$ cat config.mk
export PLATFORM = sky130hd
export DESIGN_NAME = asalu_core
export DESIGN_NICKNAME = d
export VERILOG_FILES = /design/src/verilog/asalu_pkg.sv /design/src/verilog/asalu_core.sv
export SDC_FILE = /design/constraint.sdc
export NUM_CORES = 1
export LEC_CHECK = 0
export ABC_CLOCK_PERIOD_IN_PS = 8800
export BUFFER_PORTS_ARGS = -buffer_cell sky130_fd_sc_hd__buf_2
export CAP_MARGIN = 5
export CELL_PAD_IN_SITES_DETAIL_PLACEMENT = 2
export CELL_PAD_IN_SITES_GLOBAL_PLACEMENT = 2
export CORE_ASPECT_RATIO = 1.1
export CORE_MARGIN = 8
export CORE_UTILIZATION = 29
export CTS_BUF_LIST = sky130_fd_sc_hd__clkbuf_16
export CTS_CLUSTER_SIZE = 40
export DETAILED_ROUTE_END_ITERATION = 10
export GPL_ROUTABILITY_DRIVEN = 0
export PLACE_DENSITY_LB_ADDON = 0.1
export SYNTH_ARGS = -nofsm -noshare
export SYNTH_HDL_FRONTEND = slang
export SYNTH_SLANG_ARGS = --single-unit
$ cat constraint.sdc
create_clock -name mclk -period 8.8 [get_ports mclk]
set_input_delay 1.76 -clock mclk [delete_from_list [all_inputs] [get_ports mclk]]
set_output_delay 1.76 -clock mclk [all_outputs]
set_load 0.005 [all_outputs]
$ cat src/verilog/asalu_pkg.sv
// Package with opcodes, field positions and widths of the AND and subtract ALU slice.
`default_nettype none
package asalu_pkg;
    localparam int ASALU_IW = 14;
    localparam int ASALU_DW = 8;
    localparam int ASALU_FW = 7;
    localparam int ASALU_D_BIT = 7;
    localparam int ASALU_NIB = 4;
    localparam logic [5:0] ASALU_OP_AND_FILE = 6'h05;
    localparam logic [5:0] ASALU_OP_FILE_SUB = 6'h02;
    localparam logic [4:0] ASALU_OP_LIT_SUB = 5'h1E;
    localparam logic [7:0] ASALU_ACC_RST = 8'h00;
    typedef enum logic [1:0] {ASALU_NONE, ASALU_AND, ASALU_FSUB, ASALU_LSUB} asalu_op_t;
endpackage : asalu_pkg
`default_nettype wire

$ cat src/verilog/asalu_core.sv
// AND and subtract ALU slice: decode, execute, destination routing and status flags.
// Notes on behaviour
// - AND accumulator with file; only zero flag
// - Destination bit zero to accumulator, one file
// - Literal minus accumulator into accumulator, flags updated
// - File minus accumulator to destination, flags updated
// - Subtract carry one unless borrow occurred
`timescale 1ns/1ps
`default_nettype none
module asalu_core
    import asalu_pkg::*;
#(
    parameter int DW = ASALU_DW
) (
    // Clock and reset.
    input wire logic mclk,
    input wire logic rst,
    // Instruction from decode, with the addressed file value read beside it.
    input wire logic instr_valid,
    input wire logic [ASALU_IW-1:0] instr,
    input wire logic [DW-1:0] file_rdata,
    // File register read address and write-back.
    output logic [ASALU_FW-1:0] file_addr,
    output logic file_we,
    output logic [DW-1:0] file_wdata,
    // Accumulator and status flags.
    output logic [DW-1:0] accum_q,
    output logic zero_flag_q,
    output logic carry_flag_q,
    output logic digit_carry_flag_q
);
    // Opcode fields sit at the top of the word, their widths taken from the opcode constants.
    localparam int OP_HI = ASALU_IW - 1;
    localparam int OP6_LO = ASALU_IW - $bits(ASALU_OP_AND_FILE);
    localparam int OP5_LO = ASALU_IW - $bits(ASALU_OP_LIT_SUB);
    localparam int NIB_HI = ASALU_NIB - 1;

    // The flag and literal paths assume an eight-bit word, so any other width is refused.
    if (DW != ASALU_DW) begin : g_dw_check
        $error("asalu_core supports only an 8-bit datapath");
    end

    function automatic asalu_op_t decode(input logic [ASALU_IW-1:0] w);
        if (w[OP_HI:OP6_LO] == ASALU_OP_AND_FILE) return ASALU_AND;
        if (w[OP_HI:OP6_LO] == ASALU_OP_FILE_SUB) return ASALU_FSUB;
        if (w[OP_HI:OP5_LO] == ASALU_OP_LIT_SUB) return ASALU_LSUB;
        return ASALU_NONE;
    endfunction : decode

    // Only the two file operations carry a destination bit.
    function automatic logic is_file_op(input asalu_op_t o);
        return (o == ASALU_AND) || (o == ASALU_FSUB);
    endfunction : is_file_op

    asalu_op_t op;
    logic [DW-1:0] res;
    logic [DW:0] diff;
    logic [ASALU_NIB:0] ndiff;
    logic [DW-1:0] minuend;
    logic to_file;

    assign op = instr_valid ? decode(instr) : ASALU_NONE;
    // The address comes straight from the word so that the partner's read lands in this cycle.
    assign file_addr = instr[ASALU_FW-1:0];
    // Minuend is the literal or the file value; subtracting as a+~w+1 keeps carry = no borrow.
    assign minuend = (op == ASALU_LSUB) ? instr[DW-1:0] : file_rdata;
    assign diff = {1'b0, minuend} + {1'b0, ~accum_q} + 9'h001;
    assign ndiff = {1'b0, minuend[NIB_HI:0]} + {1'b0, ~accum_q[NIB_HI:0]} + 5'h01;
    assign res = (op == ASALU_AND) ? (accum_q & file_rdata) : diff[DW-1:0];
    // Literal subtract has no destination bit and always lands in the accumulator.
    assign to_file = instr[ASALU_D_BIT] && is_file_op(op);

    always_ff @(posedge mclk) begin
        if (rst) begin
            file_we <= 1'b0;
            file_wdata <= ASALU_ACC_RST;
        end else begin
            file_we <= (op != ASALU_NONE) && to_file;
            file_wdata <= res;
        end
    end

    always_ff @(posedge mclk) begin
        if (rst) begin
            accum_q <= ASALU_ACC_RST;
        end else if (op != ASALU_NONE && !to_file) begin
            accum_q <= res;
        end
    end

    always_ff @(posedge mclk) begin
        if (rst) begin
            zero_flag_q <= 1'b0;
            carry_flag_q <= 1'b0;
            digit_carry_flag_q <= 1'b0;
        end else if (op != ASALU_NONE) begin
            zero_flag_q <= (res == '0);
            if (op != ASALU_AND) begin
                carry_flag_q <= diff[DW];
                digit_carry_flag_q <= ndiff[ASALU_NIB];
            end
        end
    end

    // Reset clears the accumulator, the flags and the write strobe by the next edge.
    property p_reset;
        @(posedge mclk)
            rst
            |=> accum_q == ASALU_ACC_RST && !file_we && !zero_flag_q && !carry_flag_q
                && !digit_carry_flag_q;
    endproperty
    a_reset: assert property (p_reset)
        else $error("reset state wrong");

    // Zero is checked against whichever destination took the result, not the internal sum.
    property p_zero;
        @(posedge mclk) disable iff (rst)
            op != ASALU_NONE
            |=> zero_flag_q == (file_we ? (file_wdata == '0) : (accum_q == '0));
    endproperty
    a_zero: assert property (p_zero)
        else $error("zero flag wrong");

    property p_and_keeps_carry;
        @(posedge mclk) disable iff (rst)
            op == ASALU_AND
            |=> $stable(carry_flag_q) && $stable(digit_carry_flag_q);
    endproperty
    a_and_keeps_carry: assert property (p_and_keeps_carry)
        else $error("and touched carry");

    property p_and_val;
        @(posedge mclk) disable iff (rst)
            op == ASALU_AND && !instr[ASALU_D_BIT]
            |=> accum_q == ($past(accum_q) & $past(file_rdata));
    endproperty
    a_and_val: assert property (p_and_val)
        else $error("and result wrong");

    property p_and_file;
        @(posedge mclk) disable iff (rst)
            op == ASALU_AND && instr[ASALU_D_BIT]
            |=> file_we && file_wdata == ($past(accum_q) & $past(file_rdata));
    endproperty
    a_and_file: assert property (p_and_file)
        else $error("and write-back wrong");

    property p_to_file;
        @(posedge mclk) disable iff (rst)
            is_file_op(op) && instr[ASALU_D_BIT]
            |=> file_we && $stable(accum_q);
    endproperty
    a_to_file: assert property (p_to_file)
        else $error("file write missing");

    // A write pulse may only follow an operation whose destination bit chose the file.
    property p_no_stray_write;
        @(posedge mclk) disable iff (rst)
            !(is_file_op(op) && instr[ASALU_D_BIT])
            |=> !file_we;
    endproperty
    a_no_stray_write: assert property (p_no_stray_write)
        else $error("stray file write");

    property p_lsub;
        @(posedge mclk) disable iff (rst)
            op == ASALU_LSUB
            |=> !file_we && accum_q == DW'($past(instr[DW-1:0]) - $past(accum_q));
    endproperty
    a_lsub: assert property (p_lsub)
        else $error("literal subtract wrong");

    property p_fsub;
        @(posedge mclk) disable iff (rst)
            op == ASALU_FSUB && instr[ASALU_D_BIT]
            |=> file_wdata == DW'($past(file_rdata) - $past(accum_q));
    endproperty
    a_fsub: assert property (p_fsub)
        else $error("file subtract wrong");

    property p_fsub_acc;
        @(posedge mclk) disable iff (rst)
            op == ASALU_FSUB && !instr[ASALU_D_BIT]
            |=> !file_we && accum_q == DW'($past(file_rdata) - $past(accum_q));
    endproperty
    a_fsub_acc: assert property (p_fsub_acc)
        else $error("file subtract to accumulator wrong");

    property p_carry;
        @(posedge mclk) disable iff (rst)
            op == ASALU_FSUB
            |=> carry_flag_q == ($past(file_rdata) >= $past(accum_q));
    endproperty
    a_carry: assert property (p_carry)
        else $error("carry wrong");

    property p_lsub_carry;
        @(posedge mclk) disable iff (rst)
            op == ASALU_LSUB
            |=> carry_flag_q == ($past(instr[DW-1:0]) >= $past(accum_q));
    endproperty
    a_lsub_carry: assert property (p_lsub_carry)
        else $error("literal subtract carry wrong");

    property p_digit;
        @(posedge mclk) disable iff (rst)
            op == ASALU_LSUB
            |=> digit_carry_flag_q == ($past(instr[NIB_HI:0]) >= $past(accum_q[NIB_HI:0]));
    endproperty
    a_digit: assert property (p_digit)
        else $error("digit carry wrong");

    property p_fsub_digit;
        @(posedge mclk) disable iff (rst)
            op == ASALU_FSUB
            |=> digit_carry_flag_q == ($past(file_rdata[NIB_HI:0]) >= $past(accum_q[NIB_HI:0]));
    endproperty
    a_fsub_digit: assert property (p_fsub_digit)
        else $error("file subtract digit carry wrong");

    property p_idle;
        @(posedge mclk) disable iff (rst)
            op == ASALU_NONE
            |=> !file_we && $stable(accum_q);
    endproperty
    a_idle: assert property (p_idle)
        else $error("idle changed state");

    // Refused words must leave every flag alone, or a later AND would see stale carries.
    property p_idle_flags;
        @(posedge mclk) disable iff (rst)
            op == ASALU_NONE
            |=> $stable(zero_flag_q) && $stable(carry_flag_q) && $stable(digit_carry_flag_q);
    endproperty
    a_idle_flags: assert property (p_idle_flags)
        else $error("idle changed flags");

    c_and: cover property (@(posedge mclk) disable iff (rst) op == ASALU_AND);
    c_borrow: cover property (@(posedge mclk) disable iff (rst) op == ASALU_FSUB && !diff[DW]);
    c_lsub_zero: cover property (@(posedge mclk) disable iff (rst)
        op == ASALU_LSUB && res == '0);
    c_fsub_to_file: cover property (@(posedge mclk) disable iff (rst)
        op == ASALU_FSUB && instr[ASALU_D_BIT]);
    c_nibble_borrow: cover property (@(posedge mclk) disable iff (rst)
        op == ASALU_LSUB && !ndiff[ASALU_NIB]);
endmodule : asalu_core
`default_nettype wire

=== After elaboration in Yosys (flattened, before gate mapping) ===
Cells that the tools add are included.

* Multiplexer cells: 15
* Bitwise gates (word level): 3
* Equal/unequal tests: 7
* Reduce and logical (&&, ||, !) cells: 8
* Add/subtract/negate cells: 4

{| class="wikitable"
|+ Operators by type and width
! cell !! count
|-
| two-way mux 8 bit || 2
|-
| two-way mux 2 bit || 7
|-
| adder 8 x 8 -> 9 bit || 1
|-
| adder 9 x 1 -> 9 bit (second input constant) || 1
|-
| AND 8 bit || 1
|-
| zero test 8 bit || 1
|-
| inverter 8 bit || 1
|-
| equality test 6 x 2 -> 1 bit (second input constant) || 1
|-
| equality test 6 x 3 -> 1 bit (second input constant) || 1
|-
| two-way mux 1 bit || 6
|-
| adder 4 x 4 -> 5 bit || 1
|-
| adder 5 x 1 -> 5 bit (second input constant) || 1
|-
| equality test 5 bit (second input constant) || 1
|-
| equality test 2 bit (second input constant) || 2
|-
| inverter 4 bit || 1
|-
| logical AND 1 bit || 3
|-
| equality test 2 x 1 -> 1 bit (second input constant) || 1
|-
| inequality test 2 x 1 -> 1 bit (second input constant) || 1
|-
| AND reduction 2 bit || 1
|-
| nonzero test 2 bit || 1
|-
| zero test 1 bit || 1
|-
| logical OR 1 bit || 1
|}

* Input bits: 25
* Bits in registers: 20

=== Depth between registers and ports, before layout ===
Gate-level depths: netlist (run 1).

* Depth in word-level cells: 15
* Depth in mapped cells: 17
* Gate-level depth less buffers: 16

=== Least setup slack after synthesis (run 1) ===
Ideal clock, no wire load.

* Path kind: input-to-reg
* Start point: input port instr[13]
* End point: register zero_flag_q
* Data arrival time: 5.103 ns
* Data required time: 8.712 ns
* Buffers on the path: 1
* Slack: 3.609 ns
* Cell stages on the path: 12
* Cell sequence: or4b_1 -> a21oi_1 -> ha_1 -> clkbuf_1 -> mux2_2 -> fa_1 -> nand3_1 -> and2_4 -> xnor2_1 -> or4_1 -> o31a_1 -> o32ai_2

* Word-level cells in the longest chain between the ends: 14
* Elaborated cells between the ends (all ways): 23
* Those cells by class: add/sub: 2; eq/ne: 5; mux: 14; reduce/logical: 2

{| class="wikitable"
|+ Ends and longest elaborated chain
! item !! line !! text
|-
| from (decl) || asalu_core.sv:20 || <nowiki>input wire logic [ASALU_IW-1:0] instr,</nowiki>
|-
| equality test 5 bit || asalu_core.sv:46 || <nowiki>if (w[OP_HI:OP5_LO] == ASALU_OP_LIT_SUB) return ASALU_LSUB;</nowiki>
|-
| two-way mux 1 bit (2 in series) || asalu_core.sv:46 ||
|-
| two-way mux 1 bit || asalu_core.sv:45 || <nowiki>if (w[OP_HI:OP6_LO] == ASALU_OP_FILE_SUB) return ASALU_FSUB;</nowiki>
|-
| two-way mux 2 bit || asalu_core.sv:47 || <nowiki>return ASALU_NONE;</nowiki>
|-
| two-way mux 2 bit || asalu_core.sv:46 ||
|-
| two-way mux 2 bit (*) || asalu_core.sv:45 ||
|-
| two-way mux 2 bit (*) || asalu_core.sv:62 || <nowiki>assign op = instr_valid ? decode(instr) : ASALU_NONE;</nowiki>
|-
| equality test 2 bit || asalu_core.sv:66 || <nowiki>assign minuend = (op == ASALU_LSUB) ? instr[DW-1:0] : file_rdata;</nowiki>
|-
| two-way mux 8 bit || asalu_core.sv:66 ||
|-
| adder 8 x 8 -> 9 bit || asalu_core.sv:67 || <nowiki>assign diff = {1'b0, minuend} + {1'b0, ~accum_q} + 9'h001;</nowiki>
|-
| adder 9 x 1 -> 9 bit || asalu_core.sv:67 ||
|-
| two-way mux 8 bit || asalu_core.sv:69 || <nowiki>assign res = (op == ASALU_AND) ? (accum_q & file_rdata) : diff[DW-1:0];</nowiki>
|-
| zero test 8 bit || asalu_core.sv:97 || <nowiki>zero_flag_q <= (res == '0);</nowiki>
|-
| to (signal assigned) || asalu_core.sv:97 ||
|-
| to (decl) || asalu_core.sv:28 || <nowiki>output logic zero_flag_q,</nowiki>
|}

Every way passes the cells marked *; elsewhere a longest branch is shown, timed or not. The select of a mux whose other input is x is not followed.
A chain may end at the register's enable or synchronous reset.

=== Worst setup path in the final report (run 1) ===
Ends and elaborated chain as after synthesis.

==> results of run 1 <==
-- logic make-up after synthesis --
logic type      share of synthesized area [%]
simple gates                             23.0
compound gates                           23.6
buf+inv                                  8.36
flops                                    27.3
fa+ha+maj                                9.90
mux                                      6.06
xor+xnor                                 1.79
-- cell type report --
class	count	area share [%]
Multi-Input combinational cell	141	51.7
Sequential cell	20	21.9
Timing Repair Buffer	51	14.0
Clock buffer	3	4.11
Tap cell	58	3.98
Inverter	13	2.67
Clock inverter	1	1.64
-- path summary, 6_finish.rpt --
check	to	slack, ns
min	carry_flag_q	0.51
min reg2reg	carry_flag_q	0.51
max reg2reg	zero_flag_q	6.28
max	zero_flag_q	3.40
-- cell usage after synthesis, drive strengths merged (2+ instances only) --
cell | instances | share of area (%)
inv | 13 | 3.3
nand2 | 11 | 2.8
or4 | 2 | 1.0
nand2b | 2 | 0.85
nor3 | 5 | 1.7
xor2 | 2 | 1.2
a21oi | 24 | 8.4
o32ai | 2 | 1.7
o21ai | 5 | 1.7
nand3b | 3 | 1.5
o21a | 2 | 1.0
clkbuf | 2 | 0.51
a211o | 2 | 1.2
mux2 | 7 | 5.4
ha | 10 | 8.5
nand3 | 10 | 3.4
dfxtp | 20 | 27
a211oi | 6 | 3.1
a2111oi | 2 | 1.2
buf | 8 | 3.9
nor2 | 25 | 6.9
-- through the flow --
| stage | worst slack [ns] | cell area (µm²) |
|---|---|---|
| after floorplan | 3.61 | 1470 |
| after global placement | 3.36 | 1720 |
| after detailed placement | 3.16 | 1720 |
| after CTS | 3.38 | 1830 |
| after global routing | 3.18 | 1830 |
| final | 3.40 | 1830 |
-- where the power goes --
| group | leakage, µW | switching, µW | internal (µW) |
|---|---|---|---|
| sequential | 0.000164 | 2.29 | 95.8 |
| clock | 0.0000511 | 36.6 | 90.3 |
| combinational | 0.000578 | 37.2 | 26.5 |
-- per-layer routing --
metal | part of all wire, % | vias to the layer above | global-route usage, %
met3 | 4.9 | 12 | 3.88
met1 | 42 | 739 | 16.0
met4 | 2.9 | 0 | 4.61
li1 | - | 756 | -
met2 | 50 | 43 | 24.8
met5 | 0 | - | 0
-- critical path, delay by kind of cell --
kind                     cells  cell delay [ns]
AO/OA/AOI/OAI                3             0.70
multiplexers                 1             0.30
adder cells (fa/ha/maj)      3             1.07
buffers and inverters        2             0.17
XOR/XNOR                     1             0.10
AND/OR/NAND/NOR              4             1.46
-- flip-flops by register name, summed over array words and instances (netlist names) --
name	count
digit_carry_flag_q	1
carry_flag_q	1
accum_q	8
zero_flag_q	1
file_wdata	8
file_we	1
==> metrics.yaml, run 1 <==
worstHoldStart: "carry_flag_q"
period_minus_slack_ns: 5.40
grt_overflow: 0
clockBufferDepth: 2
dieWidth_um: 83.8
setup.worst_path.class: "in -> reg"
multi_input_area_um2: 943
start_kind: "primary input"
hold_ws_ns: 0.506
port_buffers: 51
ff2ff_path_depth: 9
ant_nets: 0
cp.arrival_ns: 5.57
slew_headroom_pct: 61.6
skew_ns: 0.00444
dieArea_um2: 7590
fin_util_pct: 37.0
clkTransAtPathRegs_ns: 0.06
p_per_area_nw_per_um2: 158
dieHeight_um: 90.6
timing.critical_path.mode_cell: "ha_1"
synth_cell_types: 47
max_stage_delay_ns: 0.63
cts_resized: 0
fin_cells: 287
slowest_stage: "or4b_1"
hold_depth: 2
drc_errors: 0
critPathMaxFanout: 8
post_cts_buffers: 0
area_delta_synth_final_pct: 24.5
nFillCells: 587
ys_seq_area_share_pct: 27.3
antenna_found_initial: 0
hp-class: "reg -> reg"
clkLatencyLatePin_ns: 0.25
fin_setup_tns_ns: 0
track_usage_pct: 14.2
rsz0062_at_grt: "false"
drt_iter0_markers: 40
finalWirelength_um: 5440
dp.cells: 283
final_common_cell: "buf_2"
status: "finished, final reports clean"
grt_max_degree: 21
critPathLaunch: "instr[13]"
ys_ff_latch: 20
wire_per_inst_um: 18.9
synth_area_um2: 1470
syn_area_per_cell_um2: 7.93
clockRootBuffer: "clkbuf_16"
fin_nets: 266
syn_inst: 185
worst_r2r_startpoint: "accum_q[0]"
setup_violations: 0
crit_chain: "buf_2 > or4b_1 > a21oi_1 > ha_1 > mux2i_1 > ha_1 > inv_1 > fa_1 > nand3_1 > and2_4 > xnor2_1 > or4_1 > o31a_1 > o32ai_2"
peakVddDrop_mv: 0.0611
via_count: 1550
core_um2: 4930
cts-hold-fix-buffers: 0
max_cap_viol_count: 0
async_flop_share_pct: 0
maxSlewViolCount: 0
htreeDepth: 1
final_cell_mix: "51 x buf_2, 24 x nor2_1, 23 x a21oi_1, 20 x dfxtp_1, 13 x inv_1"
leakagePower_uw: 0.000793
via_per_inst: 5.40
syn_nets: 221
synth-edff-count: 0
antennaDiodeCount: 0
finalCritPeriodShare_pct: 61.4
grt_pass1_wl_um: 8930
max_freq_mhz: 185
drive_gt1_share_pct: 29.3
numCtsBuffers: 3
required_ns: 8.97
num_rows: 27
synth_flop_cell: "dfxtp_1"
pin_count: 52
cts_tree: "yes"
finalHoldViolations: 0
power.total_uw: 289
grt_pass1_vias: 1779
tightestPinTransition_ns: 0.561
cts.sinks: 20
hpwl_um: 4420
start_util_pct: 29.7
yosysWarnings: 0
drt-pass1-iter-count: 4
seq_area_um2: 400
cp-end-kind: "flip-flop"
Note: power is estimated with default switching activity, not from simulation.
==> inputs of run 2 (changes only) <==
--- a/config.mk
+++ b/config.mk
@@ -5,14 +5,14 @@
 export SDC_FILE = /design/constraint.sdc
 export NUM_CORES = 1
 export LEC_CHECK = 0
-export ABC_CLOCK_PERIOD_IN_PS = 8800
+export ABC_CLOCK_PERIOD_IN_PS = 4600
 export BUFFER_PORTS_ARGS = -buffer_cell sky130_fd_sc_hd__buf_2
 export CAP_MARGIN = 5
 export CELL_PAD_IN_SITES_DETAIL_PLACEMENT = 2
 export CELL_PAD_IN_SITES_GLOBAL_PLACEMENT = 2
 export CORE_ASPECT_RATIO = 1.1
 export CORE_MARGIN = 8
-export CORE_UTILIZATION = 29
+export CORE_UTILIZATION = 25
 export CTS_BUF_LIST = sky130_fd_sc_hd__clkbuf_16
 export CTS_CLUSTER_SIZE = 40
 export DETAILED_ROUTE_END_ITERATION = 10
==> constraint.sdc (replaced) <==
create_clock -name mclk -period 4.6 [get_ports mclk]
set_input_delay 0.92 -clock mclk [delete_from_list [all_inputs] [get_ports mclk]]
set_output_delay 0.92 -clock mclk [all_outputs]
set_load 0.005 [all_outputs]
==> run 2 against run 1 <==
Against the previous run: sequential power is 92% higher; cell area grew 1.6%; utilization shrank 4.6 points; clock skew grew 0.00075 ns; sequential share of layout area down 0.35 points; non-clock buffer count grew 4; combinational power up 93%; final cell count rose by 8.0%; first-iteration DRC count shrank 18%; wire length up 5.4%; clock power grew 46%.
==> metrics.yaml, run 2 (synthesis results as in run 1) <==
status: "finished, final reports clean"
cts_resized: 0  # unchanged
p_int_uw: 352  # +66%
dieArea_um2: 8580  # +13%
track_usage_pct: 14.1  # -0.062 points
grt_use_met2_pct: 27.1  # +2.3 points
antennaDiodeCount: 0  # unchanged
clockRootBuffer: "clkbuf_16"
slew_headroom_pct: 61.9  # +0.23 points
cts.sinks: 20  # unchanged
clockBufferDepth: 2  # unchanged
start_kind: "primary input"
seq_power_share_pct: 37.8  # +3.8 points
p_per_area_nw_per_um2: 268  # +69%
hold_ws_ns: 0.508  # +0.00202 ns
nFillCells: 709  # +21%
skew_ns: 0.00519  # +0.000751 ns
setup_violations: 0  # unchanged
htreeDepth: 1  # unchanged
clkLatencyLatePin_ns: 0.26  # about the same
area_delta_synth_final_pct: 26.5
antenna_found_initial: 0  # unchanged
tightestPinTransition_ns: 0.557  # -0.00342 ns
wire_per_inst_um: 18.5  # -2.4%
max_cap_viol_count: 0  # unchanged
setup.worst_path.class: "in -> reg"
port_buffers: 51  # unchanged
grt_pass1_vias: 1834  # +3.1%
gr-usage-met1_pct: 15.0  # -1.0 points
ant_nets: 0  # unchanged
final_cell_mix: "51 x buf_2, 24 x nor2_1, 23 x a21oi_1, 20 x dfxtp_1, 13 x inv_1"
cts_tree: "yes"
drive_gt1_share_pct: 30.5  # +1.2 points
drt-pass1-iter-count: 4  # unchanged
via_count: 1575  # +1.6%
post_cts_buffers: 0  # unchanged
cp.arrival_ns: 4.38  # -1.19 ns
via_per_inst: 5.08  # -5.9%
final_common_cell: "buf_2"
critPathMaxFanout: 6  # -2
drc_errors: 0  # unchanged
numCtsBuffers: 3  # unchanged
grt_max_degree: 21  # unchanged
period_minus_slack_ns: 4.21
pin_count: 52  # unchanged
required_ns: 4.77  # -4.20 ns
cp-end-kind: "flip-flop"
grt_pass1_wl_um: 9220  # +3.2%
p_comb_share_pct: 24.8  # +2.8 points
maxSlewViolCount: 0  # unchanged
num_rows: 29  # +7.4%
finalWirelength_um: 5730  # +5.4%
top_regs: "accum_q (8), file_wdata (8)"
use_met3_pct: 3.16  # -0.72 points
top_usage_layer: "met2"
p_switching_uw: 145  # +91%
rsz0062_at_grt: "false"
cts-hold-fix-buffers: 0  # unchanged
finalHoldViolations: 0  # unchanged
clkTransAtPathRegs_ns: 0.06  # about the same
grt_overflow: 0  # unchanged
fin_cells: 310  # +8.0%
finalCritPeriodShare_pct: 91.6
peakVddDrop_mv: 0.104  # +70%
fin_nets: 270  # +1.5%
hpwl_um: 4750  # +7.6%
drt_iter0_markers: 33  # -18%
swShare_pct: 29.2  # +2.8 points
core_um2: 5730  # +16%
dieHeight_um: 96.3  # +6.3%
p_clk_share_pct: 37.4  # -6.6 points
max_freq_mhz: 237
power.total_uw: 497  # +72%
dieWidth_um: 89.0  # +6.2%
dp.cells: 306  # +8.1%
leakagePower_uw: 0.000796  # +0.46%
hp-class: "reg -> reg"
start_util_pct: 25.6  # -4.2 points
[run 2: changes by cell type in the layout (fill, tap and decap cells not counted), sizes merged]
cell and delta:
clkinv +1, bufinv -1, buf +4
[run 2: power by group through the flow]
stage	clock [µW]	combinational, µW	sequential (µW)
after CTS	194	126	188
after global routing	197	138	189
after global placement	0	121	191
after detailed placement	0	125	192
after floorplan	0	72.7	192
final	186	123	188
[run 2: worst paths after layout]
kind | from | endpoint | slack (ns) | cells past startpoint
worst min-delay path | carry_flag_q | carry_flag_q | 0.51 | 2
worst min register to register | carry_flag_q | carry_flag_q | 0.51 | 2
worst max-delay path | instr[13] | zero_flag_q | 0.39 | 14
worst max register to register | accum_q[0] | zero_flag_q | 2.10 | 9
[run 2: through the flow]
step	area [µm²]	worst slack (ns)	util (%)	setup TNS (ns)
floorplan	1470	0.249	-	0
detailed placement	1770	-0.0566	30.9	-0.0566
CTS	1850	0.213	32.3	0
global placement	1770	0.164	30.9	0
global route	1860	0.0907	32.4	0
finish	1860	0.386	32.4	0
[run 2: per-layer routing]
metal  vias up  wire length, µm  share of wire [%]
met2        40             3020                 53
met1       764             2340                 41
li1        767                -                  -
met3         4              317                5.5
met4         0               44               0.77
met5         -                0                  0
[run 2: critical path, stage by stage]
cell and delay (ns):
buf_2 0.12, or4b_1 0.55, a21oi_1 0.23, ha_2 0.32, mux2i_1 0.23, ha_1 0.18
inv_1 0.05, fa_1 0.40, nand3_1 0.13, and2_4 0.16, xnor2_1 0.10, or4_1 0.53
o31a_1 0.27, o32ai_2 0.18
[run 2: final cells by class]
| type | count | area [µm²] | area share (%) |
|---|---|---|---|
| Clock buffer | 3 | 75.1 | 4.05 |
| Sequential cell | 20 | 400 | 21.6 |
| Tap cell | 77 | 96.3 | 5.19 |
| Timing Repair Buffer | 55 | 285 | 15.4 |
| Multi-Input combinational cell | 141 | 946 | 51.0 |
| Clock inverter | 1 | 3.75 | 0.202 |
| Inverter | 13 | 48.8 | 2.63 |
